[src/rtl/dmairq_pkg.sv]
// Package of register offsets, field positions and reset values for the DMA interrupt block.
package dmairq_pkg;
  localparam int unsigned        DMAIRQ_NCH        = 2;
  localparam logic [7:0]         OFS_TC_STATUS     = 8'h04;
  localparam logic [7:0]         OFS_TC_CLEAR      = 8'h08;
  localparam logic [7:0]         OFS_ERR_STATUS    = 8'h0C;
  localparam logic [7:0]         OFS_ERR_CLEAR     = 8'h10;
  localparam logic [7:0]         OFS_RAW_TC        = 8'h14;
  localparam logic [7:0]         OFS_RAW_ERR       = 8'h18;
  localparam logic [7:0]         OFS_TC_ENABLE     = 8'h1C;
  localparam logic [7:0]         OFS_ERR_ENABLE    = 8'h20;
  localparam logic [7:0]         OFS_IRQ_MASK      = 8'h24;
  localparam logic [7:0]         OFS_IRQ_STATUS    = 8'h28;
  localparam int unsigned        BIT_CH0           = 0;
  localparam int unsigned        BIT_CH1           = 1;
  localparam logic [1:0]         RST_PENDING       = 2'h0;
  localparam logic [1:0]         RST_ENABLE        = 2'h0;
  localparam logic [1:0]         RESP_OKAY         = 2'h0;
  localparam logic [1:0]         RESP_SLVERR       = 2'h2;
endpackage : dmairq_pkg

[src/rtl/dmairq_latch.sv]
// One channel's sticky pending bit with raw capture and write-one clear.
module dmairq_latch
  import dmairq_pkg::*;
(
  // Clock and reset.
  input  wire logic clk,
  input  wire logic rst_b,
  // Event, enable and clear.
  input  wire logic raw_evt,
  input  wire logic enable,
  input  wire logic clr,
  // State.
  output logic      raw_r,
  output logic      pending_r
);
  // Set wins over clear so an event in the clear cycle is kept.
  always_ff @(posedge clk or negedge rst_b) begin
    if (!rst_b) begin
      raw_r <= 1'b0;
    end else if (raw_evt) begin
      raw_r <= 1'b1;
    end else if (clr) begin
      raw_r <= 1'b0;
    end
  end

  always_ff @(posedge clk or negedge rst_b) begin
    if (!rst_b) begin
      pending_r <= 1'b0;
    end else if (raw_evt && enable) begin
      pending_r <= 1'b1;
    end else if (clr) begin
      pending_r <= 1'b0;
    end
  end
endmodule : dmairq_latch

[src/rtl/dmairq_top.sv]
// AXI4-Lite interrupt status and clear logic of a two-channel DMA controller.
// Function
// - Writing one to transfer-end clear bit 1 clears channel 1 transfer-end status.
// - Writing one to transfer-end clear bit 0 clears channel 0 transfer-end status.
// - A written zero to any clear bit leaves its status bit unchanged.
// - Error status bit 1 reads channel 1 pending error; register is read-only.
// - Error status bit 0 reads channel 0 pending error.
// - Error status shows the condition after the per-channel error enable.
// - Writing one to error clear bit 1 clears channel 1 error status.
// - Writing one to error clear bit 0 clears channel 0 error status.
// - A raw pre-enable error bit is kept per channel; it sets whatever the enable.
// - Transfer-end status sets on an enabled transfer end and stays until cleared.
module dmairq_top
  import dmairq_pkg::*;
(
  // Clock and reset.
  input  wire logic        clk,
  input  wire logic        rst_b,
  // Channel events, one-cycle pulses.
  input  wire logic [1:0]  tc_evt,
  input  wire logic [1:0]  err_evt,
  // AXI4-Lite write address.
  input  wire logic        awvalid,
  output logic             awready,
  input  wire logic [7:0]  awaddr,
  // AXI4-Lite write data.
  input  wire logic        wvalid,
  output logic             wready,
  input  wire logic [31:0] wdata,
  input  wire logic [3:0]  wstrb,
  // AXI4-Lite write response.
  output logic             bvalid,
  input  wire logic        bready,
  output logic [1:0]       bresp,
  // AXI4-Lite read.
  input  wire logic        arvalid,
  output logic             arready,
  input  wire logic [7:0]  araddr,
  output logic             rvalid,
  input  wire logic        rready,
  output logic [31:0]      rdata,
  output logic [1:0]       rresp,
  // Interrupt.
  output logic             irq
);
  logic [1:0]  tc_en_r;
  logic [1:0]  err_en_r;
  logic [1:0]  mask_r;
  logic [1:0]  tc_raw;
  logic [1:0]  tc_pend;
  logic [1:0]  err_raw;
  logic [1:0]  err_pend;
  logic        aw_got_r;
  logic        w_got_r;
  logic [7:0]  aw_addr_r;
  logic [31:0] w_data_r;
  logic        w_lane0_r;
  logic        wr_go;
  logic [1:0]  tc_clr;
  logic [1:0]  err_clr;
  logic [1:0]  wbits;
  logic [1:0]  sum_stat;

  function automatic logic hit(input logic [7:0] a, input logic [7:0] ofs);
    hit = (a[7:2] == ofs[7:2]);
  endfunction : hit

  // Only byte lane 0 carries live bits; upper bits are dropped on write.
  assign wbits  = w_lane0_r ? w_data_r[1:0] : 2'h0;
  assign wr_go  = aw_got_r && w_got_r && !bvalid;
  // A zero in a clear bit yields no clear pulse.
  assign tc_clr[BIT_CH1]  = wr_go && hit(aw_addr_r, OFS_TC_CLEAR) && wbits[BIT_CH1];
  assign tc_clr[BIT_CH0]  = wr_go && hit(aw_addr_r, OFS_TC_CLEAR) && wbits[BIT_CH0];
  assign err_clr[BIT_CH1] = wr_go && hit(aw_addr_r, OFS_ERR_CLEAR) && wbits[BIT_CH1];
  assign err_clr[BIT_CH0] = wr_go && hit(aw_addr_r, OFS_ERR_CLEAR) && wbits[BIT_CH0];
  assign sum_stat = tc_pend | err_pend;

  genvar g;
  for (g = 0; g < 2; g++) begin : g_ch
    dmairq_latch u_tc (
      .clk       (clk),
      .rst_b     (rst_b),
      .raw_evt   (tc_evt[g]),
      .enable    (tc_en_r[g]),
      .clr       (tc_clr[g]),
      .raw_r     (tc_raw[g]),
      .pending_r (tc_pend[g])
    );
    dmairq_latch u_err (
      .clk       (clk),
      .rst_b     (rst_b),
      .raw_evt   (err_evt[g]),
      .enable    (err_en_r[g]),
      .clr       (err_clr[g]),
      .raw_r     (err_raw[g]),
      .pending_r (err_pend[g])
    );
  end

  // Address and data are taken in either order and held until both arrive.
  always_ff @(posedge clk or negedge rst_b) begin
    if (!rst_b) begin
      aw_got_r  <= 1'b0;
      aw_addr_r <= 8'h00;
    end else if (awvalid && awready) begin
      aw_got_r  <= 1'b1;
      aw_addr_r <= awaddr;
    end else if (wr_go) begin
      aw_got_r  <= 1'b0;
    end
  end

  always_ff @(posedge clk or negedge rst_b) begin
    if (!rst_b) begin
      w_got_r   <= 1'b0;
      w_data_r  <= 32'h0000_0000;
      w_lane0_r <= 1'b0;
    end else if (wvalid && wready) begin
      w_got_r   <= 1'b1;
      w_data_r  <= wdata;
      w_lane0_r <= wstrb[0];
    end else if (wr_go) begin
      w_got_r   <= 1'b0;
    end
  end

  always_ff @(posedge clk or negedge rst_b) begin
    if (!rst_b) begin
      awready <= 1'b0;
      wready  <= 1'b0;
    end else begin
      awready <= !aw_got_r && !(awvalid && awready) && !bvalid;
      wready  <= !w_got_r && !(wvalid && wready) && !bvalid;
    end
  end

  always_ff @(posedge clk or negedge rst_b) begin
    if (!rst_b) begin
      bvalid <= 1'b0;
      bresp  <= RESP_OKAY;
    end else if (wr_go) begin
      bvalid <= 1'b1;
      case (1'b1)
        hit(aw_addr_r, OFS_TC_CLEAR), hit(aw_addr_r, OFS_ERR_CLEAR),
        hit(aw_addr_r, OFS_TC_ENABLE), hit(aw_addr_r, OFS_ERR_ENABLE),
        hit(aw_addr_r, OFS_IRQ_MASK), hit(aw_addr_r, OFS_IRQ_STATUS): begin
          bresp <= RESP_OKAY;
        end
        default: begin
          bresp <= RESP_SLVERR;
        end
      endcase
    end else if (bready) begin
      bvalid <= 1'b0;
    end
  end

  // Software-written enables and mask steer the latches and the interrupt.
  always_ff @(posedge clk or negedge rst_b) begin
    if (!rst_b) begin
      tc_en_r  <= RST_ENABLE;
      err_en_r <= RST_ENABLE;
      mask_r   <= RST_ENABLE;
    end else if (wr_go) begin
      if (hit(aw_addr_r, OFS_TC_ENABLE)) begin
        tc_en_r <= wbits;
      end
      if (hit(aw_addr_r, OFS_ERR_ENABLE)) begin
        err_en_r <= wbits;
      end
      if (hit(aw_addr_r, OFS_IRQ_MASK)) begin
        mask_r <= wbits;
      end
    end
  end

  // The interrupt is registered so that it never glitches while status bits move.
  always_ff @(posedge clk or negedge rst_b) begin
    if (!rst_b) begin
      irq <= 1'b0;
    end else begin
      irq <= |(sum_stat & mask_r);
    end
  end

  always_ff @(posedge clk or negedge rst_b) begin
    if (!rst_b) begin
      arready <= 1'b0;
      rvalid  <= 1'b0;
      rdata   <= 32'h0000_0000;
      rresp   <= RESP_OKAY;
    end else if (rvalid) begin
      arready <= 1'b0;
      if (rready) begin
        rvalid <= 1'b0;
      end
    end else if (arvalid && arready) begin
      arready <= 1'b0;
      rvalid  <= 1'b1;
      rresp   <= RESP_OKAY;
      rdata   <= 32'h0000_0000;
      case (1'b1)
        hit(araddr, OFS_TC_STATUS):  rdata[1:0] <= tc_pend;
        hit(araddr, OFS_ERR_STATUS): rdata[1:0] <= err_pend;
        hit(araddr, OFS_RAW_TC):     rdata[1:0] <= tc_raw;
        hit(araddr, OFS_RAW_ERR):    rdata[1:0] <= err_raw;
        hit(araddr, OFS_TC_ENABLE):  rdata[1:0] <= tc_en_r;
        hit(araddr, OFS_ERR_ENABLE): rdata[1:0] <= err_en_r;
        hit(araddr, OFS_IRQ_MASK):   rdata[1:0] <= mask_r;
        hit(araddr, OFS_IRQ_STATUS): rdata[1:0] <= sum_stat;
        hit(araddr, OFS_TC_CLEAR), hit(araddr, OFS_ERR_CLEAR): rdata <= 32'h0000_0000;
        default: begin
          rresp <= RESP_SLVERR;
        end
      endcase
    end else begin
      arready <= 1'b1;
    end
  end

  // Assertions.
  property p_tc_clr1;
    @(posedge clk) disable iff (!rst_b)
      tc_clr[1] && !tc_evt[1] |=> !tc_pend[1];
  endproperty
  a_tc_clr1: assert property (p_tc_clr1) else $error("ch1 tc not cleared");

  property p_tc_clr0;
    @(posedge clk) disable iff (!rst_b)
      tc_clr[0] && !tc_evt[0] |=> !tc_pend[0];
  endproperty
  a_tc_clr0: assert property (p_tc_clr0) else $error("ch0 tc not cleared");

  property p_zero_keeps;
    @(posedge clk) disable iff (!rst_b)
      wr_go && hit(aw_addr_r, OFS_TC_CLEAR) && !wbits[0] |=>
        tc_pend[0] == $past(tc_pend[0]) || tc_pend[0];
  endproperty
  a_zero_keeps: assert property (p_zero_keeps) else $error("zero write cleared tc");

  property p_err_set1;
    @(posedge clk) disable iff (!rst_b)
      err_evt[1] && err_en_r[1] |=> err_pend[1];
  endproperty
  a_err_set1: assert property (p_err_set1) else $error("ch1 err not pending");

  property p_err_set0;
    @(posedge clk) disable iff (!rst_b)
      err_evt[0] && err_en_r[0] |=> err_pend[0];
  endproperty
  a_err_set0: assert property (p_err_set0) else $error("ch0 err not pending");

  property p_gate;
    @(posedge clk) disable iff (!rst_b)
      err_evt[0] && !err_en_r[0] && !err_pend[0] |=> !err_pend[0] && err_raw[0];
  endproperty
  a_gate: assert property (p_gate) else $error("disabled error reached status");

  property p_err_clr1;
    @(posedge clk) disable iff (!rst_b)
      err_clr[1] && !err_evt[1] |=> !err_pend[1];
  endproperty
  a_err_clr1: assert property (p_err_clr1) else $error("ch1 err not cleared");

  property p_err_clr0;
    @(posedge clk) disable iff (!rst_b)
      err_clr[0] && !err_evt[0] |=> !err_pend[0];
  endproperty
  a_err_clr0: assert property (p_err_clr0) else $error("ch0 err not cleared");

  property p_tc_sticky;
    @(posedge clk) disable iff (!rst_b)
      tc_pend[1] && !tc_clr[1] |=> tc_pend[1] [*1];
  endproperty
  a_tc_sticky: assert property (p_tc_sticky) else $error("tc status dropped");

  property p_irq;
    @(posedge clk) disable iff (!rst_b)
      |(sum_stat & mask_r) |=> irq;
  endproperty
  a_irq: assert property (p_irq) else $error("irq not raised");

  property p_irq_low;
    @(posedge clk) disable iff (!rst_b)
      !(|(sum_stat & mask_r)) |=> !irq;
  endproperty
  a_irq_low: assert property (p_irq_low) else $error("irq raised without cause");

  property p_tc_set1;
    @(posedge clk) disable iff (!rst_b)
      tc_evt[1] && tc_en_r[1] |=> tc_pend[1];
  endproperty
  a_tc_set1: assert property (p_tc_set1) else $error("ch1 tc not pending");

  property p_tc_set0;
    @(posedge clk) disable iff (!rst_b)
      tc_evt[0] && tc_en_r[0] |=> tc_pend[0];
  endproperty
  a_tc_set0: assert property (p_tc_set0) else $error("ch0 tc not pending");

  property p_raw_err1;
    @(posedge clk) disable iff (!rst_b)
      err_evt[1] |=> err_raw[1];
  endproperty
  a_raw_err1: assert property (p_raw_err1) else $error("ch1 raw error not set");

  property p_raw_err0;
    @(posedge clk) disable iff (!rst_b)
      err_evt[0] |=> err_raw[0];
  endproperty
  a_raw_err0: assert property (p_raw_err0) else $error("ch0 raw error not set");

  property p_pend_raw;
    @(posedge clk) disable iff (!rst_b)
      (err_pend & ~err_raw) == 2'h0;
  endproperty
  a_pend_raw: assert property (p_pend_raw) else $error("error pending without raw");

  property p_gate1;
    @(posedge clk) disable iff (!rst_b)
      err_evt[1] && !err_en_r[1] && !err_pend[1] |=> !err_pend[1] && err_raw[1];
  endproperty
  a_gate1: assert property (p_gate1) else $error("disabled ch1 error reached status");

  property p_err_sticky;
    @(posedge clk) disable iff (!rst_b)
      err_pend[0] && !err_clr[0] |=> err_pend[0];
  endproperty
  a_err_sticky: assert property (p_err_sticky) else $error("err status dropped");

  property p_zk_err;
    @(posedge clk) disable iff (!rst_b)
      wr_go && hit(aw_addr_r, OFS_ERR_CLEAR) && !wbits[1] && err_pend[1] |=> err_pend[1];
  endproperty
  a_zk_err: assert property (p_zk_err) else $error("zero write cleared err");

  property p_ro_status;
    @(posedge clk) disable iff (!rst_b)
      wr_go && hit(aw_addr_r, OFS_ERR_STATUS) |=> bvalid && bresp == RESP_SLVERR;
  endproperty
  a_ro_status: assert property (p_ro_status) else $error("status write accepted");

  property p_err_rd;
    @(posedge clk) disable iff (!rst_b)
      arvalid && arready && hit(araddr, OFS_ERR_STATUS) |=> rdata == {30'h0, $past(err_pend)};
  endproperty
  a_err_rd: assert property (p_err_rd) else $error("err status read wrong");
endmodule : dmairq_top

[config.mk]
export PLATFORM = sky130hd
export DESIGN_NAME = dmairq_top
export DESIGN_NICKNAME = d
export VERILOG_FILES = /design/src/rtl/dmairq_pkg.sv /design/src/rtl/dmairq_latch.sv /design/src/rtl/dmairq_top.sv
export SDC_FILE = /design/constraint.sdc
export NUM_CORES = 1
export LEC_CHECK = 0
export ABC_CLOCK_PERIOD_IN_PS = 1400
export BUFFER_PORTS_ARGS = -buffer_cell sky130_fd_sc_hd__buf_2
export CORE_MARGIN = 10
export CORE_UTILIZATION = 40
export DETAILED_ROUTE_END_ITERATION = 8
export GPL_TIMING_DRIVEN = 0
export PLACE_DENSITY = 0.88
export SLEW_MARGIN = 0
export SYNTH_ARGS = -nofsm -noshare
export SYNTH_HDL_FRONTEND = slang
export SYNTH_SLANG_ARGS = --single-unit
[constraint.sdc]
create_clock -name clk -period 1.4 [get_ports clk]
set_input_delay 0.28 -clock clk [delete_from_list [all_inputs] [get_ports clk]]
set_output_delay 0.28 -clock clk [all_outputs]
set_load 0.05 [all_outputs]
# == After elaboration in Yosys (flattened, before gate mapping) ==
# Index checks and enable logic that the tools add are counted.
# totals
ff_bits,39
latch_bits,0
ram_bits,0
rom_bits,0
input_bits,63
output_inout_bits,42
wordCells,127
n_memories,0
# op_classes
n_addsub,0
multipliers,0
div_mod_pow,0
order_cmp,0
eq_ne,16
shifts,0
muxes,41
bitwise_logic,3
n_reduce_logical,42
# op_table
operator,count
2-to-1 mux 2 bit,19
equality test 6 x 3 -> 1 bit (second input constant),6
equality test 6 x 4 -> 1 bit (second input constant),6
2-to-1 mux 1 bit,22
nonzero test 2 bit,11
logical AND 1 bit,19
equality test 6 x 2 -> 1 bit (second input constant),3
AND reduction 2 bit,4
equality test 6 x 1 -> 1 bit (second input constant),1
OR reduction 6 bit,1
zero test 1 bit,5
OR reduction 2 bit,2
bitwise AND 2 bit,1
bitwise OR 2 bit,1
inverter 1 bit,1

# == Longest topological paths before layout ==
# logic_depth
word_depth,11
depth_mapped,5
ltp_nobuf,4

# == Cells and area by module ==
# Synthesis repeated with hierarchy kept, for this count alone.
# unflattened
cells_unflattened,186
hier_area_um2,1970.6
# modules_own_cells
module,n_inst,cells_each,area_each_um2
dmairq_top,1,166,1685.4
dmairq_latch,4,5,71.3

# == Worst setup path before layout ==
# OpenSTA, ideal clock, no wires.
# synth_timing
path_kind,register -> register
start,reg bvalid
end,reg err_en_r[0]
t_arrival_ps,1668
required_time_ps,1275
path_slack_ps,-392
path_stages_with_launch,5
n_path_buf,0
synth_period_minus_slack_ps,1792
cell_sequence,dfrtp_1 nand3b_4 nor4_2 and3b_1 mux2_2
# synth_between
elab_chain_cells,3
# synth_lines
element,line,rtl
start: declaration,dmairq_top.sv:32,"output logic bvalid,"
start signal: assignment,dmairq_top.sv:139,bvalid <= 1'b0;
start signal: assignment,dmairq_top.sv:142,bvalid <= 1'b1;
start signal: assignment,dmairq_top.sv:154,bvalid <= 1'b0;
zero test 1 bit,dmairq_top.sv:70,assign wr_go = aw_got_r && w_got_r && !bvalid;
logical AND 1 bit,dmairq_top.sv:70,
AND reduction 2 bit (no line),n/a,
end signal: assignment,dmairq_top.sv:169,err_en_r <= wbits;
end: declaration,dmairq_top.sv:47,logic [1:0] err_en_r;
# Every way passes these cells.
# A chain may end at the register's enable or synchronous reset.

# == Worst setup path after layout ==
# layout_timing
start,reg bvalid
end,reg err_en_r[1]
# Same word-level chain as after synthesis.

==> reports/results.txt <==
status: complete, but fails checks
failing checks: negative setup slack
H-Tree Level Count: 2
Mapped Cells: 175
dominant cell type by area after synthesis: dfrtp_1
Synth async-reset ratio: 100%
Avg Vias per Cell: 4.85
Yosys top cell area share: 46.3%
Worst setup SP type: flip-flop
Fin. Hold Viols: 0
Yosys cell types: 39
Worst Setup EP: err_en_r[1]$_DFFE_PN0P_
DP HPWL: 3.34 mm
post-route antenna net violation count: 0
Final WS setup: -0.0317 ns
fin crit period: 1.43 ns
most frequent cell after synthesis: dfrtp_1
crit path from: bvalid$_DFFE_PN0P_
register bit total from synthesis: 35
ratio of final minimum period to clock period: 102%
Slew @ Worst Pin: 0.776 ns
GRT overflow: 0
num rows: 24
Peak VDD IR: 1.22 mV
worst hold slack: 0.0683 ns
drt first-iter violations: 48
Yosys warning count: 0
Num Clock Sinks: 35
first-pass GRT wire length: 6.56 mm
FF-to-FF path depth: 4
post-synthesis sequential area ratio: 46.3%
hold crit path type: input pin to async pin
Syn Area/Cell: 10.8 um^2
clk slew on worst S/H paths: 0.07 ns
via count: 1478
pwr dens: 1750 nW/um^2
Core Footprint: 4470 um^2
die area: 7880 um^2
Setup TNS: -0.0561 ns
filler instances: 410
crit path max fanout: 4
vias in the first global route: 1486
critical setup path kind: flip-flop to flip-flop
CP arrival: 1.60 ns
initial antenna violation count: 0
fin. max-slew vios: 0
die height: 88.8 um
clock root cell: clkbuf_8
top cells by instance count after synthesis: dfrtp_1, buf_4, mux2_2, o21ai_0, nand2_1
RR Endpoint: err_en_r[1]$_DFFE_PN0P_
maximum clock path buffer count: 2
Post-synth EDFFs: 0
max capacitance violation total: 0
Max Freq: 698 MHz
max_slew headroom: 48.2%
Buffers on Ports: 35
cts hold-fix bufs: 0
CP required: 1.57 ns
LEAKAGE: 1.21 nW
die width: 88.8 um
R2R Path Start: bvalid$_DFFE_PN0P_
Layout area overhead: 28.4%
Post-synth top flop: dfrtp_1
Initial Util: 42.3%
routed len/inst: 13.7 um
CP Capture Type: flip-flop
drc violations: 0
pin count of the biggest net entering global routing: 36
cell area after synthesis: 1890 um^2
CTS tree: built
FF-to-FF setup slack: -0.03 ns
GRT Util Overall: 10.5%
CTS Buf Count: 5
TritonRoute pass-1 iters: 4
Worst-Skew Late Latency: 0.28 ns
final WL: 4.16 mm
layout cells sized above 1: 43.9%
Final GP Congestion: 0.807
RSZ-0062 raised after global routing: true
final clock skew: 0.00441 ns
largest cells by area after synthesis: dfrtp_1, buf_4, mux2_2
# IOs: 105
Finish-stage setup viols: 2
Antenna Cells: 0
fin nets: 315
-- cell usage in the layout (no fill, tap or decap), types with 4 or more instances in the layout --
master    Yosys  final
buf_2         1     36
nor2_1        6      6
clkbuf_8      0      5
o21ai_0      10     10
nand2_1       8      8
mux2_2       15     13
buf_4        32     36
inv_1         4      4
conb_1        1     32
a211oi_1      4      4
dfrtp_1      35     33
a21o_1        4      4
a22o_1        4      4
-- final cells by class --
type                    instances  area [um^2]  share of cell area (%)
clock buffers                   5         68.8                    2.83
multi-input cells             133          927                    38.1
flip-flops and latches         35          878                    36.1
repair buffers                 39          205                    8.44
clock inverters                 3         15.0                   0.618
well taps                      52         65.1                    2.68
plain buffers                  34          256                    10.6
inverters                       4         15.0                   0.618
-- report_power, final --
part	internal (W)	total, W	switching (W)	leakage, nW
logic	0.000679	0.00183	0.00115	0.734
registers	0.00138	0.00174	0.000354	0.424
clock network	0.000340	0.000689	0.000349	0.0477
-- worst min-delay path by stage --
| stage | start | endpoint | cells after the start |
|---|---|---|---|
| finish | rst_b | aw_addr_r[2]$_DFFE_PN0P_ | 1 |
| CTS | rst_b | aw_addr_r[5]$_DFFE_PN0P_ | 1 |
| global placement | rst_b | aw_addr_r[5]$_DFFE_PN0P_ | 1 |
| detailed placement | rst_b | aw_addr_r[5]$_DFFE_PN0P_ | 1 |
| floorplan | rst_b | arready$_DFF_PN0_ | 0 |
| global route | rst_b | aw_addr_r[3]$_DFFE_PN0P_ | 1 |
-- metal layers --
layer	GRT usage, %	share of wire, %
met1	11.3	39
met2	16.7	46
met3	6.25	14
met4	3.96	0.98
met5	0	0
-- worst max-delay path, stage by stage (launching register included) --
cell and delay, ns:
dfrtp_2 0.40, nand3b_4 0.19, nor4_4 0.17, and3b_2 0.26
mux2_4 0.31
-- state kept, by name, summed over array words and instances (netlist names) --
signal and flops:
rdata 2, w_lane0_r 1, irq 1, mask_r 2
tc_en_r 2, g_ch.u_err.pending_r 2, rresp 1, w_data_r 2
w_got_r 1, g_ch.u_tc.raw_r 2, g_ch.u_tc.pending_r 2, g_ch.u_err.raw_r 2
aw_addr_r 6, err_en_r 2, aw_got_r 1, rvalid 1
wready 1, bvalid 1, bresp 1, awready 1
arready 1
-- logic make-up (layout without fill, tap and decap cells) --
| group | Yosys count | in the layout | synth area share (%) |
|---|---|---|---|
| compound gates | 35 | 35 | 12.6 |
| buf+inv | 38 | 85 | 14.3 |
| flops | 35 | 35 | 46.3 |
| mux | 18 | 18 | 10.5 |
| other cells | 1 | 32 | 0.198 |
| simple gates | 48 | 48 | 16.1 |
-- stage by stage --
| step | cells | power, W | setup slack (ns) | utilization (%) | instance area (um^2) |
|---|---|---|---|---|---|
| floorplan | 206 | 0.00302 | -0.209 | - | 2020 |
| global placement | 293 | 0.00336 | -0.149 | 50.5 | 2260 |
| detailed placement | 293 | 0.00343 | -0.195 | 50.5 | 2260 |
| CTS | 304 | 0.00419 | -0.0882 | 53.2 | 2380 |
| global route | 305 | 0.00456 | -0.0850 | 54.3 | 2430 |
| finish | 305 | 0.00426 | -0.0317 | 54.3 | 2430 |
-- what timing repair did --
action,CTS,global route
pin swaps,2,4
setup endpoints to repair,7,15
setup buffers,3,1
gates resized for setup,5,9
Power figures use the tool's default switching activity.
